### config.mk
export PLATFORM = sky130hd
export DESIGN_NAME = modfault_top
export DESIGN_NICKNAME = d
export VERILOG_FILES = /design/src/hdl/modfault_pkg.sv /design/src/hdl/modfault_top.sv
export SDC_FILE = /design/constraint.sdc
export NUM_CORES = 1
export LEC_CHECK = 0
export ABC_AREA = 0
export BUFFER_PORTS_ARGS = -buffer_cell sky130_fd_sc_hd__buf_2
export CAP_MARGIN = 0
export CELL_PAD_IN_SITES_DETAIL_PLACEMENT = 1
export CELL_PAD_IN_SITES_GLOBAL_PLACEMENT = 1
export CORE_MARGIN = 2
export CORE_UTILIZATION = 54
export DETAILED_ROUTE_END_ITERATION = 8
export PLACE_DENSITY_LB_ADDON = 0.15
export REMOVE_ABC_BUFFERS = 1
export SYNTH_ARGS = -nofsm -noshare
export SYNTH_HDL_FRONTEND = slang
export SYNTH_SLANG_ARGS = --single-unit
### constraint.sdc
create_clock -name ref_clk -period 11 [get_ports ref_clk]
set_clock_uncertainty 0.05 [all_clocks]
set_input_delay 1.65 -clock ref_clk [delete_from_list [all_inputs] [get_ports ref_clk]]
set_output_delay 1.65 -clock ref_clk [all_outputs]
set_load 0.02 [all_outputs]
### src/hdl/modfault_pkg.sv
// Shared constants and types for the modulator pre-trigger, offset and fault block
package modfault_pkg;
  // Clock and timing
  localparam int REF_CLK_KHZ = 10000;
  localparam int RESET_MIN_NS = 100;
  localparam int RESET_MIN_CYC = (RESET_MIN_NS * REF_CLK_KHZ + 999999) / 1000000;
  localparam int READY_MAX_NS = 1000;
  localparam int READY_MAX_CYC = (READY_MAX_NS * REF_CLK_KHZ) / 1000000;

  // Input synchroniser vector positions
  localparam int SYN_W = 9;
  localparam int SYN_CFG_CLK = 0;
  localparam int SYN_CFG_DAT = 1;
  localparam int SYN_CFG_LAT = 2;
  localparam int SYN_M1_CLK = 3;
  localparam int SYN_M1_DAT = 4;
  localparam int SYN_M2_CLK = 5;
  localparam int SYN_M2_DAT = 6;
  localparam int SYN_CS_N = 7;
  localparam int SYN_CHANNEL_SELECT = 8;
  // Idle pin levels; convert start and latch idle high, so reset makes no false edge
  localparam logic [SYN_W-1:0] SYN_IDLE = 9'h084;

  // Configuration registers: byte bits 7..2 are stored as bits 5..0
  localparam int CFG_W = 6;
  localparam logic [1:0] ADDR_CONV1 = 2'h0;
  localparam logic [1:0] ADDR_CONV2 = 2'h1;
  localparam logic [1:0] ADDR_THRESH = 2'h2;
  localparam logic [1:0] ADDR_PRETRIG = 2'h3;
  localparam logic [5:0] RST_CONV1 = 6'h30;
  localparam logic [5:0] RST_CONV2 = 6'h30;
  localparam logic [5:0] RST_THRESH = 6'h20;
  localparam logic [5:0] RST_PRETRIG = 6'h00;
  localparam int PT_BIT_HI = 5;
  localparam int PT_BIT_LO = 4;
  localparam int CAL_BIT = 1;
  localparam int THR_TIME_HI = 5;
  localparam int THR_TIME_LO = 4;
  localparam int THR_LVL_HI = 3;
  localparam int THR_LVL_LO = 0;

  // Conversion engine
  localparam int CONV_LEN = 64;
  localparam int POS_W = 6;
  localparam int ACC_W = 12;
  localparam int RES_W = 15;
  localparam int PER_W = 20;

  // Fault detectors
  localparam int OVR_RUN = 25;
  localparam int THR_BASE_MV = 160;
  localparam int THR_STEP_MV = 10;
  localparam int FULL_SCALE_MV = 320;
  localparam int THR_WIN_BASE_LOG2 = 4;
  localparam int THR_CNT_W = 8;

  typedef enum logic [1:0] {PT_OFF = 2'h0, PT_PEAK = 2'h1, PT_END = 2'h3} pt_mode_type;
  typedef enum logic [1:0] {ENG_IDLE = 2'h0, ENG_RUN = 2'h1, ENG_DONE = 2'h3} eng_state_type;
endpackage

### src/hdl/modfault_top.sv
// Modulator interface core: pre-trigger tracker, offset calibration, fault detectors
//
// Contract
// RULE1: Mode 0 starts triangular weighting at convert start
// RULE2: Reset selects pre-trigger mode 0
// RULE3: Modes 0/1/2 align start/peak/end to command
// RULE4: Mode 2 gives data within 1 us
// RULE5: Peak-to-ready latency same in every mode
// RULE6: Host issues periodic channel 1 convert starts
// RULE7: Tracker ignores convert starts on channel 2
// RULE8: Register 3 bits 7:6 decode pre-trigger mode
// RULE9: Per-channel offset subtracted from each result
// RULE10: Only reset clears both offset registers
// RULE11: Bit 3 of register 0/1 enables calibration
// RULE12: Calibration stores uncorrected result as offset
// RULE13: Host follows zero-input calibration sequence
// RULE14: Over-range after 25 identical bitstream samples
// RULE15: Fault detectors always watch channel 1
// RULE16: Reduced filter plus comparator drives threshold flag
// RULE17: Register 2 bits 5:2 pick 16 levels
// RULE18: Register 2 bits 7:6 pick detection time
// RULE19: Byte low two bits address, upper six load
// RULE20: Serial line low while busy, high when ready
// RULE21: New settings apply at next conversion boundary
`timescale 1ns/1ps
module modfault_top (
  // Clock, reset, enable
  input wire logic ref_clk,
  input wire logic rstn,
  input wire logic clk_en,
  // Serial configuration port
  input wire logic config_clock,
  input wire logic config_data_in,
  input wire logic config_latch,
  // Modulator bitstreams and their clocks
  input wire logic mod1_clk,
  input wire logic mod1_data,
  input wire logic mod2_clk,
  input wire logic mod2_data,
  // Host conversion control
  input wire logic convert_start_n,
  input wire logic channel_select,
  // Conversion answer
  output logic serial_out_line,
  output logic serial_out_oe,
  output logic [modfault_pkg::RES_W-1:0] result_data,
  output logic result_valid,
  // Fault outputs
  output logic overrange_flag,
  output logic threshold_flag
);
  import modfault_pkg::*;

  localparam int ReadyBound = READY_MAX_CYC;

  function automatic pt_mode_type decode_pt(input logic [CFG_W-1:0] cfg);
    if (cfg[PT_BIT_HI]) begin
      return PT_END; // [RULE8]
    end
    return cfg[PT_BIT_LO] ? PT_PEAK : PT_OFF; // [RULE8]
  endfunction

  function automatic logic [ACC_W-1:0] weight_of(input logic [POS_W-1:0] pos);
    if (pos < POS_W'(CONV_LEN / 2)) begin
      return ACC_W'(pos) + 1'b1;
    end
    return ACC_W'(CONV_LEN) - ACC_W'(pos);
  endfunction

  // Three-stage synchronisers; a change counts once stages two and three agree
  logic [SYN_W-1:0] syn1_q, syn2_q, syn3_q, lvl_q, lvl_prev_q;
  always_ff @(posedge ref_clk or negedge rstn) begin
    if (!rstn) begin
      syn1_q <= SYN_IDLE;
      syn2_q <= SYN_IDLE;
      syn3_q <= SYN_IDLE;
      lvl_q <= SYN_IDLE;
      lvl_prev_q <= SYN_IDLE;
    end else if (clk_en) begin
      syn1_q <= {channel_select, convert_start_n, mod2_data, mod2_clk, mod1_data, mod1_clk,
                 config_latch, config_data_in, config_clock};
      syn2_q <= syn1_q;
      syn3_q <= syn2_q;
      lvl_prev_q <= lvl_q;
      for (int i = 0; i < SYN_W; i++) begin
        if (syn2_q[i] == syn3_q[i]) begin
          lvl_q[i] <= syn3_q[i];
        end
      end
    end
  end

  logic [SYN_W-1:0] rise;
  assign rise = lvl_q & ~lvl_prev_q;
  logic cs_low, cs_fall, cs_rise, chan2, m1_edge, m2_edge, locked_q, conv_done, thr_hit;
  assign cs_low = !lvl_q[SYN_CS_N];
  assign cs_fall = lvl_prev_q[SYN_CS_N] && !lvl_q[SYN_CS_N];
  assign cs_rise = rise[SYN_CS_N];
  assign chan2 = lvl_q[SYN_CHANNEL_SELECT];
  assign m1_edge = rise[SYN_M1_CLK];
  assign m2_edge = rise[SYN_M2_CLK];

  // Configuration shift register and latch
  logic [7:0] cfg_shift_q;
  logic [CFG_W-1:0] cfg_conv1_q, cfg_conv2_q, cfg_thr_q, cfg_pt_q;
  always_ff @(posedge ref_clk or negedge rstn) begin
    if (!rstn) begin
      cfg_shift_q <= 8'h00;
    end else if (clk_en && rise[SYN_CFG_CLK] && !lvl_q[SYN_CFG_LAT]) begin
      cfg_shift_q <= {cfg_shift_q[6:0], lvl_q[SYN_CFG_DAT]};
    end
  end

  always_ff @(posedge ref_clk or negedge rstn) begin
    if (!rstn) begin
      cfg_conv1_q <= RST_CONV1;
      cfg_conv2_q <= RST_CONV2;
      cfg_thr_q <= RST_THRESH;
      cfg_pt_q <= RST_PRETRIG; // [RULE2]
    end else if (clk_en && rise[SYN_CFG_LAT]) begin
      unique case (cfg_shift_q[1:0]) // [RULE19]
        ADDR_CONV1: cfg_conv1_q <= cfg_shift_q[7:2];
        ADDR_CONV2: cfg_conv2_q <= cfg_shift_q[7:2];
        ADDR_THRESH: cfg_thr_q <= cfg_shift_q[7:2];
        ADDR_PRETRIG: cfg_pt_q <= cfg_shift_q[7:2];
      endcase
    end
  end

  // Settings in force; pre-trigger and calibration refreshed while the engine is idle, threshold at window end
  pt_mode_type pt_act_q;
  logic [1:0] cal_act_q;
  logic [CFG_W-1:0] thr_act_q;
  eng_state_type state_q;
  logic [PER_W-1:0] thr_cnt_q;
  logic thr_win_end;
  always_ff @(posedge ref_clk or negedge rstn) begin
    if (!rstn) begin
      pt_act_q <= PT_OFF; // [RULE2]
      cal_act_q <= 2'h0;
      thr_act_q <= RST_THRESH;
    end else if (clk_en) begin
      if (state_q == ENG_IDLE) begin
        pt_act_q <= decode_pt(cfg_pt_q); // [RULE21]
        cal_act_q <= {cfg_conv2_q[CAL_BIT], cfg_conv1_q[CAL_BIT]}; // [RULE11] [RULE21]
      end
      if (thr_win_end) begin
        thr_act_q <= cfg_thr_q; // [RULE21]
      end
    end
  end

  // Period tracker for channel 1 convert starts
  logic [PER_W-1:0] phase_q, period_q, dur_q, run_time_q, lead;
  assign lead = (pt_act_q == PT_END) ? dur_q : (dur_q >> 1); // [RULE3]
  always_ff @(posedge ref_clk or negedge rstn) begin
    if (!rstn) begin
      phase_q <= '0;
      period_q <= '0;
      locked_q <= 1'b0;
    end else if (clk_en) begin
      if (cs_fall && !chan2) begin // [RULE7]
        period_q <= phase_q + 1'b1;
        locked_q <= (phase_q != '0);
        phase_q <= '0;
      end else if (phase_q != '1) begin
        phase_q <= phase_q + 1'b1;
      end else begin
        locked_q <= 1'b0;
      end
    end
  end

  // Weighted-average conversion engine
  logic [POS_W-1:0] pos_q;
  logic signed [ACC_W-1:0] acc_q;
  logic channel_select_q, seen_q, pre_start, start_now, eng_step, bit_now;
  logic signed [ACC_W-1:0] acc_next;
  logic signed [ACC_W-1:0] offset_q [2];
  assign pre_start = (pt_act_q != PT_OFF) && locked_q && !chan2 && dur_q != '0
                     && period_q > lead && phase_q == period_q - lead; // [RULE3] [RULE6]
  assign start_now = (state_q == ENG_IDLE) && (cs_fall || pre_start); // [RULE1]
  assign eng_step = (state_q == ENG_RUN) && (channel_select_q ? m2_edge : m1_edge);
  assign bit_now = channel_select_q ? lvl_q[SYN_M2_DAT] : lvl_q[SYN_M1_DAT];
  assign acc_next = bit_now ? acc_q + $signed(weight_of(pos_q))
                            : acc_q - $signed(weight_of(pos_q)); // [RULE1]

  always_ff @(posedge ref_clk or negedge rstn) begin
    if (!rstn) begin
      state_q <= ENG_IDLE;
      pos_q <= '0;
      acc_q <= '0;
      channel_select_q <= 1'b0;
      seen_q <= 1'b0;
    end else if (clk_en) begin
      unique case (state_q)
        ENG_IDLE: if (start_now) begin
          state_q <= ENG_RUN;
          pos_q <= '0;
          acc_q <= '0;
          channel_select_q <= chan2;
          seen_q <= cs_fall;
        end
        ENG_RUN: begin
          if (cs_fall) begin
            seen_q <= 1'b1;
          end
          if (cs_rise && seen_q) begin
            state_q <= ENG_IDLE; // Frame cut short by the host
          end else if (eng_step) begin
            acc_q <= acc_next;
            pos_q <= pos_q + 1'b1;
            if (pos_q == POS_W'(CONV_LEN - 1)) begin
              state_q <= ENG_DONE; // [RULE5]
            end
          end
        end
        ENG_DONE: begin
          if (cs_fall) begin
            seen_q <= 1'b1;
          end
          if (cs_rise && seen_q) begin
            state_q <= ENG_IDLE;
          end
        end
      endcase
    end
  end

  // Conversion time learned from channel 1, used as the pre-trigger lead
  always_ff @(posedge ref_clk or negedge rstn) begin
    if (!rstn) begin
      run_time_q <= '0;
      dur_q <= '0;
    end else if (clk_en) begin
      if (start_now) begin
        run_time_q <= '0;
      end else if (state_q == ENG_RUN && run_time_q != '1) begin
        run_time_q <= run_time_q + 1'b1;
      end
      if (eng_step && pos_q == POS_W'(CONV_LEN - 1) && !channel_select_q) begin
        dur_q <= run_time_q;
      end
    end
  end

  // Offset registers; only the asynchronous reset zeroes them
  assign conv_done = eng_step && pos_q == POS_W'(CONV_LEN - 1);
  always_ff @(posedge ref_clk or negedge rstn) begin
    if (!rstn) begin
      offset_q[0] <= '0; // [RULE10]
      offset_q[1] <= '0; // [RULE10]
    end else if (clk_en && conv_done && cal_act_q[channel_select_q]) begin
      offset_q[channel_select_q] <= acc_next; // [RULE12]
    end
  end

  always_ff @(posedge ref_clk or negedge rstn) begin
    if (!rstn) begin
      result_data <= '0;
      result_valid <= 1'b0;
    end else if (clk_en) begin
      result_valid <= conv_done;
      if (conv_done) begin
        result_data <= RES_W'(acc_next) - RES_W'(offset_q[channel_select_q]); // [RULE9]
      end
    end
  end

  // Busy/ready indication on the serial line; driven only while convert start is low
  always_ff @(posedge ref_clk or negedge rstn) begin
    if (!rstn) begin
      serial_out_line <= 1'b0;
      serial_out_oe <= 1'b0;
    end else if (clk_en) begin
      serial_out_oe <= cs_low;
      serial_out_line <= cs_low && state_q == ENG_DONE; // [RULE20] [RULE4]
    end
  end

  // Over-range: run length of channel 1 bitstream, whatever the channel select
  logic [4:0] run_q;
  logic last_bit_q;
  always_ff @(posedge ref_clk or negedge rstn) begin
    if (!rstn) begin
      run_q <= '0;
      last_bit_q <= 1'b0;
      overrange_flag <= 1'b0;
    end else if (clk_en && m1_edge) begin // [RULE15]
      last_bit_q <= lvl_q[SYN_M1_DAT];
      if (lvl_q[SYN_M1_DAT] != last_bit_q) begin
        run_q <= 5'h01;
        overrange_flag <= 1'b0;
      end else begin
        if (run_q != 5'h1f) begin
          run_q <= run_q + 1'b1;
        end
        overrange_flag <= run_q >= 5'(OVR_RUN - 1); // [RULE14]
      end
    end
  end

  // Threshold: integrate-and-dump ones counter, window set by detection time
  logic [PER_W-1:0] thr_ones_q, thr_win, thr_mag, thr_lim;
  assign thr_win = PER_W'(1) << (THR_WIN_BASE_LOG2 + thr_act_q[THR_TIME_HI:THR_TIME_LO]); // [RULE18]
  assign thr_win_end = m1_edge && thr_cnt_q == thr_win - 1'b1;
  assign thr_mag = (thr_ones_q << 1) >= thr_win ? (thr_ones_q << 1) - thr_win
                                                : thr_win - (thr_ones_q << 1);
  assign thr_lim = PER_W'(THR_BASE_MV + THR_STEP_MV * thr_act_q[THR_LVL_HI:THR_LVL_LO]); // [RULE17]
  assign thr_hit = PER_W'(thr_mag * FULL_SCALE_MV) > PER_W'(thr_lim * thr_win); // [RULE16]

  always_ff @(posedge ref_clk or negedge rstn) begin
    if (!rstn) begin
      thr_cnt_q <= '0;
      thr_ones_q <= '0;
      threshold_flag <= 1'b0;
    end else if (clk_en && m1_edge) begin // [RULE15]
      if (thr_win_end) begin
        threshold_flag <= thr_hit; // [RULE16]
        thr_cnt_q <= '0;
        thr_ones_q <= PER_W'(lvl_q[SYN_M1_DAT]);
      end else begin
        thr_cnt_q <= thr_cnt_q + 1'b1;
        thr_ones_q <= thr_ones_q + PER_W'(lvl_q[SYN_M1_DAT]);
      end
    end
  end
endmodule
==> flow_metrics.env <==
export IMPL_status="complete, no violations"
export IMPL_worst_path_max_fanout=6
export IMPL_tightest_slew_ns=1.03
export IMPL_overflow=0
export IMPL_antenna_found_initial=0
export IMPL_worstPathArrival_ns=6.79
export IMPL_ys_types=74
export IMPL_cts_inserted_buffers=29
export IMPL_timing_rr_end="threshold_flag"
export IMPL_maxSlewHeadroom=0.310
export IMPL_grt_pass1_vias=14500
export IMPL_fp_row_count=64
export IMPL_setup_tns_ns=0
export IMPL_post_cts_buffers=0
export IMPL_post_drt_wl_per_cell_um=20.7
export IMPL_place_congestion=0.932
export IMPL_p_int_mw=3.06
export IMPL_tritoncts="yes"
export IMPL_min_from="result_data[10]"
export IMPL_report_final_slew_viol_count=0
export IMPL_grt_use_total=0.283
export IMPL_worstSkewPairLatency_ns=0.58
export IMPL_hold_path_class="flop to flop"
export IMPL_synth_avg_cell_area_um2=9.45
export IMPL_post_cts_resized=0
export IMPL_firstDrtPassIters=4
export IMPL_synthCells=1792
export IMPL_clk_pin_slew_ns=0.07
export IMPL_dp_slack_ns=4.57
export IMPL_reg2reg_depth=27
export IMPL_antenna_left=0
export IMPL_yosys_register_bits=259
export IMPL_dr_total_vias=13300
export IMPL_seq_area_frac_synth=0.384
export IMPL_ys_flop_type="dfrtp_1"
export IMPL_syn_cell_area_um2=16900
export IMPL_coreArea_um2=30700
export IMPL_maxCapViolations=0
export IMPL_dieWidth_um=181
export IMPL_drive_gt1_frac=0.124
export IMPL_yosys_warnings=0
export IMPL_drt_first_iter_violations=616
export IMPL_htreeDepth=1
export IMPL_comb_power_share=0.562
export IMPL_grt_max_degree=126
export IMPL_setup_slack_ns=4.56
export IMPL_clockBufferDepth=3
export IMPL_drc=0
export IMPL_setup_viol=0
export IMPL_hold_viol=0
export IMPL_diodes=0
export IMPL_power_switching_mw=2.44
export IMPL_power_density_nw_per_um2=299
export IMPL_worstHoldPathCells=2
export IMPL_grt_pass1_wl_mm=75.7
export IMPL_fmax_ghz=0.155
export IMPL_ir_drop_uv=272
export IMPL_seqPwrFrac=0.238
export IMPL_holdPathEnd="result_data[10]"
export IMPL_cp_end_kind="flop"
export IMPL_worstPathRequired_ns=11.35
export IMPL_dp_cells=2152
export IMPL_fin_nets=1952
export IMPL_timing_reg2reg_setup_slack_ns=4.56
export IMPL_placed_area_um2=17400
export IMPL_dp_hpwl_mm=32.2
export IMPL_design_area_um2=18400
export IMPL_root_buffer="clkbuf_16"
export IMPL_drt_total_wl_mm=45.6
export IMPL_clkPwrFrac=0.200
export IMPL_period_share=0.585
export IMPL_postSynth_asyncResetShare=1.00
export IMPL_reg2reg_from="thr_act_q[1]"
export IMPL_p_leak_nw=8.73
export IMPL_clkSinkCount=259
export IMPL_worstSetupStartpointType="flop"
export IMPL_rsz0062_at_grt="false"
export IMPL_min_period_ns=6.44
export IMPL_viasPerCell=6.02
export IMPL_die_height_um=181
export IMPL_setup_worst_path_class="flop to flop"
export IMPL_dieArea_um2=32800
export IMPL_p_sw_frac=0.443
export IMPL_port_buffer_count=31
export IMPL_hold_buffers=0
export IMPL_start_util=0.551
export IMPL_synth_edff_count=0
export IMPL_syn_to_final_growth_pct=8.85
export IMPL_io_pins=32
export IMPL_fin_cells=2206
[cells by family after synthesis]
| family | count (synthesis) | synth area share |
|---|---|---|
| AND/OR/NAND/NOR | 554 | 0.159 |
| multiplexers | 129 | 0.0833 |
| buffers and inverters | 185 | 0.0440 |
| flip-flops | 259 | 0.384 |
| XOR/XNOR | 152 | 0.0786 |
| adder cells (fa/ha/maj) | 153 | 0.121 |
| AO/OA/AOI/OAI | 360 | 0.131 |
[layout by cell type (no fill, tap or decap), types with 30 or more instances in the layout]
master | synthesis | layout
dfrtp_1 | 247 | 247
nand2_1 | 165 | 165
nor2_1 | 144 | 143
ha_1 | 135 | 135
o21ai_0 | 121 | 121
inv_1 | 105 | 105
a21oi_1 | 97 | 96
mux2_2 | 92 | 92
xnor2_1 | 90 | 90
xor2_1 | 62 | 62
nand3_1 | 49 | 49
mux2i_1 | 36 | 36
buf_2 | 15 | 30
[cell usage after synthesis, drive strengths merged (17+ instances only)]
cell type	instances	area share
dfrtp	247	0.36
nand2	165	0.037
nor2	144	0.032
ha	135	0.10
o21ai	124	0.037
inv	106	0.023
a21oi	98	0.029
mux2	93	0.062
xnor2	90	0.047
xor2	62	0.032
clkbuf	50	0.011
nand3	49	0.014
mux2i	36	0.021
nor3	33	0.011
buf	29	0.0093
nor4	29	0.011
nand4	27	0.010
a21o	25	0.011
and3	25	0.0092
fa	18	0.021
nor2b	17	0.0063
[final cells by class]
cell class	instances	area (um^2)
Clock inverter	17	279
Fill cell	3456	12300
Timing Repair Buffer	43	255
Inverter	106	398
Clock buffer	37	796
Tap cell	396	495
Multi-Input combinational cell	1348	9720
Sequential cell	259	6500
[power groups by stage]
stage	clock network, mW	registers (mW)	logic (mW)
3_3_place_gp	0	1.30	2.87
5_1_grt	1.15	1.34	3.48
2_1_floorplan	0	1.27	2.28
4_1_cts	1.11	1.31	3.10
3_5_place_dp	0	1.32	3.03
6_report	1.10	1.31	3.09
[how the worst max path moves through the flow]
stage	start	end	slack, ns	cells past startpoint
3_5_place_dp	thr_act_q[1]	threshold_flag	4.57	26
5_1_grt	thr_act_q[1]	threshold_flag	4.19	28
3_3_place_gp	thr_act_q[1]	threshold_flag	4.87	27
6_report	thr_act_q[1]	threshold_flag	4.56	27
2_1_floorplan	thr_act_q[1]	threshold_flag	5.19	27
4_1_cts	thr_act_q[1]	threshold_flag	4.58	27
[sequential cells by signal, indices dropped and copies added, names as in the netlist, 13 cells and up]
name / flops
offset_q: 24
period_q: 20
phase_q: 20
result_data: 13
thr_ones_q: 19
thr_cnt_q: 20
dur_q: 20
run_time_q: 20
[critical path, stage by stage (launching register included)]
cell	delay, ns
dfrtp_1	0.43
ha_1	0.32
ha_1	0.17
inv_1	0.06
fa_1	0.38
xor2_1	0.21
inv_1	0.07
ha_1	0.24
xor2_1	0.25
nand2_1	0.12
fa_1	0.53
fa_1	0.56
inv_1	0.06
fa_1	0.47
ha_1	0.31
ha_1	0.29
inv_1	0.12
nor2_1	0.06
nor2_1	0.15
o21bai_1	0.08
a21oi_1	0.23
o21bai_1	0.09
a21oi_1	0.18
xor2_1	0.09
ha_1	0.30
nand4_1	0.11
o31ai_1	0.24
a31oi_1	0.11
[metal layers]
metal | global-route usage | vias to the layer above | part of all wire
met3 | 0.0280 | 91 | 0.025
met4 | 0.0914 | 0 | 0.032
met5 | 0 | - | 0
li1 | - | 6278 | -
met2 | 0.517 | 203 | 0.52
met1 | 0.352 | 6700 | 0.43
[metrics by stage]
| stage | power (mW) | utilization | hold WS (ns) |
|---|---|---|---|
| 3_3_place_gp | 4.17 | 0.565 | 0.410 |
| 4_1_cts | 5.53 | 0.600 | 0.430 |
| 3_5_place_dp | 4.35 | 0.565 | 0.415 |
| 6_report | 5.50 | 0.600 | 0.425 |
| 5_1_grt | 5.97 | 0.600 | 0.455 |
| 2_1_floorplan | 3.56 | - | 0.396 |
No activity file was read; power rests on OpenSTA's default activity.
